==> src/pkg/sdmr_pkg.sv <==
// Purpose: Shared constants and types for the mode-register and burst-order block.
// Assumes: One clock; mode-register commands arrive already decoded.
// Notes: Field positions and codes follow the device information and burst setup layouts.
package sdmr_pkg;
	localparam logic [7:0] ADDR_DEVICE_INFO = 8'h00;
	localparam logic [7:0] ADDR_BURST_SETUP = 8'h01;
	localparam int AUTO_INIT_BIT = 0;
	localparam int DEV_TYPE_BIT = 1;
	localparam int INVALID_DATA_BIT = 2;
	localparam int SELFTEST_LSB = 3;
	localparam int BL_LSB = 0;
	localparam int BT_BIT = 3;
	localparam int WRAP_BIT = 4;
	localparam int WR_LSB = 5;
	localparam logic [2:0] BL_CODE_4 = 3'h2;
	localparam logic [2:0] BL_CODE_8 = 3'h3;
	localparam logic [2:0] BL_CODE_16 = 3'h4;
	localparam logic [2:0] WR_CODE_MIN = 3'h1;
	localparam logic [2:0] WR_CODE_MAX = 3'h6;
	localparam logic [3:0] WR_CODE_OFFSET = 4'h2;
	localparam logic [7:0] BURST_SETUP_RESET = 8'h22;
	localparam logic [1:0] ST_NOT_SUPPORTED = 2'h0;
	localparam logic [1:0] ST_SUPPLY_OR_FLOAT = 2'h1;
	localparam logic [1:0] ST_GROUND_SHORT = 2'h2;
	localparam logic [1:0] ST_PASS = 2'h3;
	localparam logic [7:0] DEFAULT_INIT_CYCLES = 8'h10;

	typedef struct packed {
		logic [2:0] write_recovery_count;
		logic wrap_control;
		logic burst_type;
		logic [2:0] burst_length;
	} sdmr_burst_setup_t;

	typedef struct packed {
		logic valid;
		logic write;
		logic [7:0] addr;
		logic [7:0] wdata;
	} sdmr_cmd_t;

	typedef enum logic [1:0] {
		SDMR_OK,
		SDMR_RESERVED_CODE,
		SDMR_NOWRAP_ILLEGAL
	} sdmr_burst_status_t;
endpackage

==> src/rtl/sdmr_regs.sv <==
// Purpose: Device information and burst setup mode registers with burst column ordering.
// Assumes: Decoded mode-register read and write commands, synchronous to clk.
// Notes: Beat address generation covers the 4 and 8 beat orders.
`timescale 1ns/1ps
module sdmr_regs #(
	parameter logic [7:0] INIT_CYCLES = sdmr_pkg::DEFAULT_INIT_CYCLES,
	parameter logic SELFTEST_SUPPORTED = 1'b1,
	parameter logic DEVICE_IS_NVM = 1'b0
) (
	input wire logic clk,
	input wire logic arst_n,
	input sdmr_pkg::sdmr_cmd_t cmd,
	input wire logic zq_cal_start,
	input wire logic zq_cal_done,
	input wire logic [1:0] zq_pin_sense,
	input wire logic wr_ap_end,
	input wire logic burst_start,
	input wire logic [3:0] start_col,
	input wire logic [3:0] beat,
	output logic rd_valid_ff,
	output logic [7:0] rd_data_ff,
	output sdmr_pkg::sdmr_burst_setup_t burst_setup_ff,
	output logic factory_trim_ff,
	output logic zq_cal_active_ff,
	output logic precharge_start_ff,
	output logic [3:0] beat_col_ff,
	output sdmr_pkg::sdmr_burst_status_t burst_status_ff
);
	import sdmr_pkg::*;

	logic [7:0] init_cnt_ff;
	logic [7:0] nxt_init_cnt;
	logic [1:0] selftest_ff;
	logic [1:0] nxt_selftest;
	logic nxt_factory_trim;
	logic nxt_zq_cal_active;
	sdmr_burst_setup_t nxt_burst_setup;
	logic nxt_rd_valid;
	logic [7:0] nxt_rd_data;
	logic [3:0] wr_cnt_ff;
	logic [3:0] nxt_wr_cnt;
	logic nxt_precharge_start;
	logic [3:0] nxt_beat_col;
	sdmr_burst_status_t nxt_burst_status;
	logic [3:0] order_col;
	logic [3:0] even_col;

	function automatic logic [3:0] wr_cycles(input logic [2:0] code);
		wr_cycles = {1'b0, code} + WR_CODE_OFFSET;
	endfunction

	function automatic logic bl_legal(input logic [2:0] code);
		bl_legal = (code == BL_CODE_4) || (code == BL_CODE_8) || (code == BL_CODE_16);
	endfunction

	always_comb begin
		nxt_init_cnt = init_cnt_ff;
		if (init_cnt_ff != 8'h00) begin
			nxt_init_cnt = init_cnt_ff - 8'h01;
		end
		nxt_selftest = selftest_ff;
		nxt_zq_cal_active = zq_cal_active_ff;
		if (zq_cal_start && !factory_trim_ff) begin
			nxt_zq_cal_active = 1'b1;
		end
		if (zq_cal_done && zq_cal_active_ff) begin
			nxt_zq_cal_active = 1'b0;
			if (SELFTEST_SUPPORTED) begin
				nxt_selftest = zq_pin_sense;
			end
		end
		nxt_factory_trim = (nxt_selftest == ST_SUPPLY_OR_FLOAT) ||
			(nxt_selftest == ST_GROUND_SHORT);
	end

	always_ff @(posedge clk or negedge arst_n) begin
		if (!arst_n) begin
			init_cnt_ff <= INIT_CYCLES;
			selftest_ff <= ST_NOT_SUPPORTED;
			factory_trim_ff <= 1'b0;
			zq_cal_active_ff <= 1'b0;
		end else begin
			init_cnt_ff <= nxt_init_cnt;
			selftest_ff <= nxt_selftest;
			factory_trim_ff <= nxt_factory_trim;
			zq_cal_active_ff <= nxt_zq_cal_active;
		end
	end

	always_comb begin
		nxt_burst_setup = burst_setup_ff;
		nxt_rd_valid = 1'b0;
		nxt_rd_data = 8'h00;
		if (cmd.valid && cmd.write && cmd.addr == ADDR_BURST_SETUP) begin
			nxt_burst_setup = sdmr_burst_setup_t'(cmd.wdata);
		end
		if (cmd.valid && !cmd.write) begin
			nxt_rd_valid = 1'b1;
			if (cmd.addr == ADDR_DEVICE_INFO) begin
				nxt_rd_data[AUTO_INIT_BIT] = (init_cnt_ff != 8'h00);
				nxt_rd_data[DEV_TYPE_BIT] = DEVICE_IS_NVM;
				nxt_rd_data[INVALID_DATA_BIT] = 1'b0;
				nxt_rd_data[SELFTEST_LSB +: 2] = selftest_ff;
			end
		end
	end

	always_ff @(posedge clk or negedge arst_n) begin
		if (!arst_n) begin
			burst_setup_ff <= sdmr_burst_setup_t'(BURST_SETUP_RESET);
			rd_valid_ff <= 1'b0;
			rd_data_ff <= 8'h00;
		end else begin
			burst_setup_ff <= nxt_burst_setup;
			rd_valid_ff <= nxt_rd_valid;
			rd_data_ff <= nxt_rd_data;
		end
	end

	always_comb begin
		nxt_wr_cnt = wr_cnt_ff;
		nxt_precharge_start = 1'b0;
		if (wr_ap_end) begin
			nxt_wr_cnt = wr_cycles(burst_setup_ff.write_recovery_count);
		end else if (wr_cnt_ff != 4'h0) begin
			nxt_wr_cnt = wr_cnt_ff - 4'h1;
			nxt_precharge_start = (wr_cnt_ff == 4'h1);
		end
	end

	always_ff @(posedge clk or negedge arst_n) begin
		if (!arst_n) begin
			wr_cnt_ff <= 4'h0;
			precharge_start_ff <= 1'b0;
		end else begin
			wr_cnt_ff <= nxt_wr_cnt;
			precharge_start_ff <= nxt_precharge_start;
		end
	end

	assign even_col = {start_col[3:1], 1'b0};

	sdmr_burst_order u_order (
		.start_col(even_col),
		.beat(beat),
		.eight_beat(burst_setup_ff.burst_length == BL_CODE_8),
		.interleaved(burst_setup_ff.burst_type),
		.no_wrap(burst_setup_ff.wrap_control),
		.col(order_col)
	);

	always_comb begin
		nxt_beat_col = beat_col_ff;
		nxt_burst_status = burst_status_ff;
		if (burst_start) begin
			nxt_beat_col = order_col;
			nxt_burst_status = SDMR_OK;
			if (!bl_legal(burst_setup_ff.burst_length) ||
				burst_setup_ff.write_recovery_count < WR_CODE_MIN ||
				burst_setup_ff.write_recovery_count > WR_CODE_MAX) begin
				nxt_burst_status = SDMR_RESERVED_CODE;
			end else if (burst_setup_ff.wrap_control &&
				burst_setup_ff.burst_length != BL_CODE_4) begin
				nxt_burst_status = SDMR_NOWRAP_ILLEGAL;
			end
		end
	end

	always_ff @(posedge clk or negedge arst_n) begin
		if (!arst_n) begin
			beat_col_ff <= 4'h0;
			burst_status_ff <= SDMR_OK;
		end else begin
			beat_col_ff <= nxt_beat_col;
			burst_status_ff <= nxt_burst_status;
		end
	end
endmodule

==> src/rtl/sdmr_burst_order.sv <==
// Purpose: Computes the column offset for one beat of a burst.
// Assumes: Start column bit 0 is already forced to zero.
// Notes: Pure combinational ordering for 4 and 8 beat bursts.
`timescale 1ns/1ps
module sdmr_burst_order (
	input wire logic [3:0] start_col,
	input wire logic [3:0] beat,
	input wire logic eight_beat,
	input wire logic interleaved,
	input wire logic no_wrap,
	output logic [3:0] col
);
	always_comb begin
		col = start_col;
		if (!eight_beat) begin
			if (no_wrap) begin
				col = start_col + beat;
			end else begin
				col = {start_col[3:2], start_col[1:0] ^ {beat[1], 1'b0} ^ {1'b0, beat[0]}};
			end
		end else if (interleaved) begin
			col = {start_col[3], start_col[2:0] ^ beat[2:0]};
		end else begin
			col = {start_col[3], 3'(start_col[2:0] + beat[2:0])};
		end
	end
endmodule

==> config.mk <==
export PLATFORM = sky130hd
export DESIGN_NAME = sdmr_regs
export DESIGN_NICKNAME = d
export VERILOG_FILES = /design/src/pkg/sdmr_pkg.sv /design/src/rtl/sdmr_regs.sv /design/src/rtl/sdmr_burst_order.sv
export SDC_FILE = /design/constraint.sdc
export NUM_CORES = 1
export LEC_CHECK = 0
export BUFFER_PORTS_ARGS = -buffer_cell sky130_fd_sc_hd__buf_2
export CAP_MARGIN = 20
export CORE_AREA = 2 2 62 64
export CTS_CLUSTER_DIAMETER = 150
export CTS_CLUSTER_SIZE = 20
export DETAILED_ROUTE_END_ITERATION = 7
export DIE_AREA = 0 0 64 66
export HOLD_SLACK_MARGIN = 0.05
export PLACE_DENSITY = 0.8
export SYNTH_ARGS = -nofsm -noshare
export SYNTH_HDL_FRONTEND = slang
export SYNTH_SLANG_ARGS = --single-unit
==> constraint.sdc <==
create_clock -name clk -period 3.1 [get_ports clk]
set_clock_uncertainty 0.1 [all_clocks]
set_input_delay 0.155 -clock clk [delete_from_list [all_inputs] [get_ports clk]]
set_output_delay 0.155 -clock clk [all_outputs]
set_load 0.05 [all_outputs]
==> out/metrics.cfg <==
[clock_network]
clkTransAtPathRegs_ns=0.10
cts_tree=built
clockBufferDepth=2
root_buffer=clkbuf_4
clkLatencyLatePin_ns=0.33
clock_sinks=35
numCtsBuffers=5
htreeDepth=2
post_cts_buffers=0

[pwr]
vdd_drop_max_v=0.000345
pwr_density_cell_nw_per_um2=513
p_leak_nw=1.20

[critical_path]
crit_path_top_delay_cell=dlygate4sd3_1
crit_buf_inv=4
worst_path_most_repeated_cell=dlygate4sd3_1
crit_fanout=2
worstSetupStartpointType=primary input
crit_chain=dlygate4sd3_1 > buf_2 > nor3_1 > dlygate4sd3_1 > nand4b_1 > dlygate4sd3_1 > nor2_1
crit_arrival_ns=2.34
critical_path.max_stage_delay_ns=0.58
setup.worst_path.end_class=register
worst-setup-path-type=in -> reg
cp_top_family=buffers and inverters
cp.required_ns=3.26

[sta]
worst_slew_pin_slew_ns=0.750
setup_ws_ns=0.917
fin_crit_sh_pct=70.4
final.setup.tns_ns=0
period_minus_slack_ns=2.18
max_freq_ghz=0.458
slew_viol_final=0
slew_headroom_pct=50.0
setup_viol=0
hold_viol_final=0
rsz0062_at_grt=no

[place]
dpl.hpwl_um=2320
dp_slack_ns=1.37
gp_congestion=0.726
dp.cells=249
io_buffers=53

[global_route]
gr-total-overflow=0
grt_pass1_wl_um=5880
antenna_found_initial=0
grt_usage_pct=18.3
grt_max_degree=36
grt_pass1_vias=1392

[route]
num_vias=1380
wire_per_inst_um=12.3
totalWireLength_um=3470
drc=0
vias_per_cell=4.91
dr.pass1.iters=3
drt-initial-drc-count=44
ant_nets=0

[logic_synthesis]
synth.distinct_cells=42
synth_area_um2=1790
synth_seq_area_share_pct=49.3
ys_async_sr_fraction_pct=100
syn_inst=154
synth_warnings=0
synth-edff-count=0
postSynthAreaPerCell_um2=11.6
synth_seq_cells=35
yosys_most_used_dff=dfrtp_1

[run]
maxCapViolations=0

[layout]
layout-drive-gt1-share_pct=34.8
syn2layout_area_growth_pct=33.1
num-fill-cells=270
diodes=0
fin_cells=281
nNetsFinal=276

[floorplan]
die_w_um=64
io_pins=60
dieArea_um2=4220
die_h_um=66
core_area_um2=3550
start_util_pct=50.3
rows=22

[status]
status=finished clean

[min_path]
min_path_type=in -> reg

Yosys cell counts (3+ instances only):
master	count	area [um2]
mux2_2	15	169
dfrtp_1	32	801
nor2_1	11	41.3
inv_1	13	48.8
a21oi_1	3	15.0
o21ai_0	4	20.0
mux2i_1	4	40.0
xnor2_1	5	43.8
dfstp_2	3	78.8
ha_1	9	113
nor3b_1	3	22.5
nand2_1	6	22.5
buf_4	7	52.6
repair_timing:
item	CTS	global route
hold buffers	24	0
hold endpoints to repair	54	0
gates resized for setup	0	0
cell families (layout without fill, tap and decap cells):
family | Yosys count | after routing | synth area share (%)
simple gates | 40 | 40 | 14.0
flops | 35 | 35 | 49.3
buf+inv | 23 | 98 | 6.38
mux | 21 | 21 | 13.0
compound gates | 18 | 18 | 6.80
fa+ha+maj | 10 | 10 | 7.43
xor+xnor | 6 | 6 | 2.94
other cells | 1 | 5 | 0.210
metrics by stage:
step           area, um2  total power, mW  util, %  hold slack (ns)
4_1_cts             2380             1.23     66.9           0.0622
3_5_place_dp        2060            0.881     58.0            0.168
2_1_floorplan       1800            0.803        -           -0.241
6_report            2380             1.22     66.9           0.0657
3_3_place_gp        2060            0.874     58.0            0.172
5_1_grt             2380             1.30     66.9           0.0558
per-layer routing:
metal	vias up	global-route usage [%]	wire length, um
met5	-	0	0
met4	0	4.08	11
met3	2	6.13	190
met2	42	33.7	1850
met1	659	20.4	1420
li1	677	-	-
worst min-delay path, delay by kind of cell:
family     cells  cell delay [ns]
fa+ha+maj      1             0.10
buf+inv        1             0.08
mux            1             0.13
state kept, by name, indices dropped and copies added, names as in the netlist, 2 cells and up:
register	cells
rd_data_ff	3
burst_status_ff	2
selftest_ff	2
init_cnt_ff	8
wr_cnt_ff	4
burst_setup_ff	8
beat_col_ff	4
final cells by class:
| cell class | count | area [um2] | area share, % |
|---|---|---|---|
| clock buffer | 7 | 45.0 | 1.90 |
| tap | 48 | 60.1 | 2.53 |
| multi-input combinational | 100 | 807 | 34.0 |
| inverter | 13 | 48.8 | 2.05 |
| clock inverter | 1 | 30.0 | 1.26 |
| timing repair buffer | 77 | 505 | 21.3 |
| sequential | 35 | 880 | 37.0 |
power by group:
part / total, mW / switching, mW / internal (mW)
clock: 0.318 / 0.147 / 0.171
sequential: 0.547 / 0.0346 / 0.513
combinational: 0.353 / 0.206 / 0.147
total: 1.22 / 0.388 / 0.830
placed cells by master (no fill, tap or decap), types with 3 or more instances in the layout:
master          n
buf_2          53
dfrtp_1        32
dlygate4sd3_1  24
mux2_2         15
inv_1          13
nor2_1         11
ha_1            9
nand2_1         6
xnor2_1         5
conb_1          5
clkbuf_4        5
o21ai_0         4
mux2i_1         4
nor3b_1         3
a21oi_1         3
dfstp_2         3
final timing paths:
| path | from | endpoint | depth (start not counted) | slack (ns) |
|---|---|---|---|---|
| min reg2reg | selftest_ff[1] | rd_data_ff[4] | 2 | 0.40 |
| max | cmd[10] | rd_data_ff[0] | 7 | 0.92 |
| max in group asynchronous | arst_n | rd_valid_ff | 2 | 2.10 |
| max reg2reg | init_cnt_ff[1] | init_cnt_ff[1] | 5 | 1.33 |
| min | beat[1] | beat_col_ff[1] | 3 | 0.07 |
| min in group asynchronous | arst_n | wr_cnt_ff[2] | 2 | 0.31 |
Power figures use the tool's default switching activity.
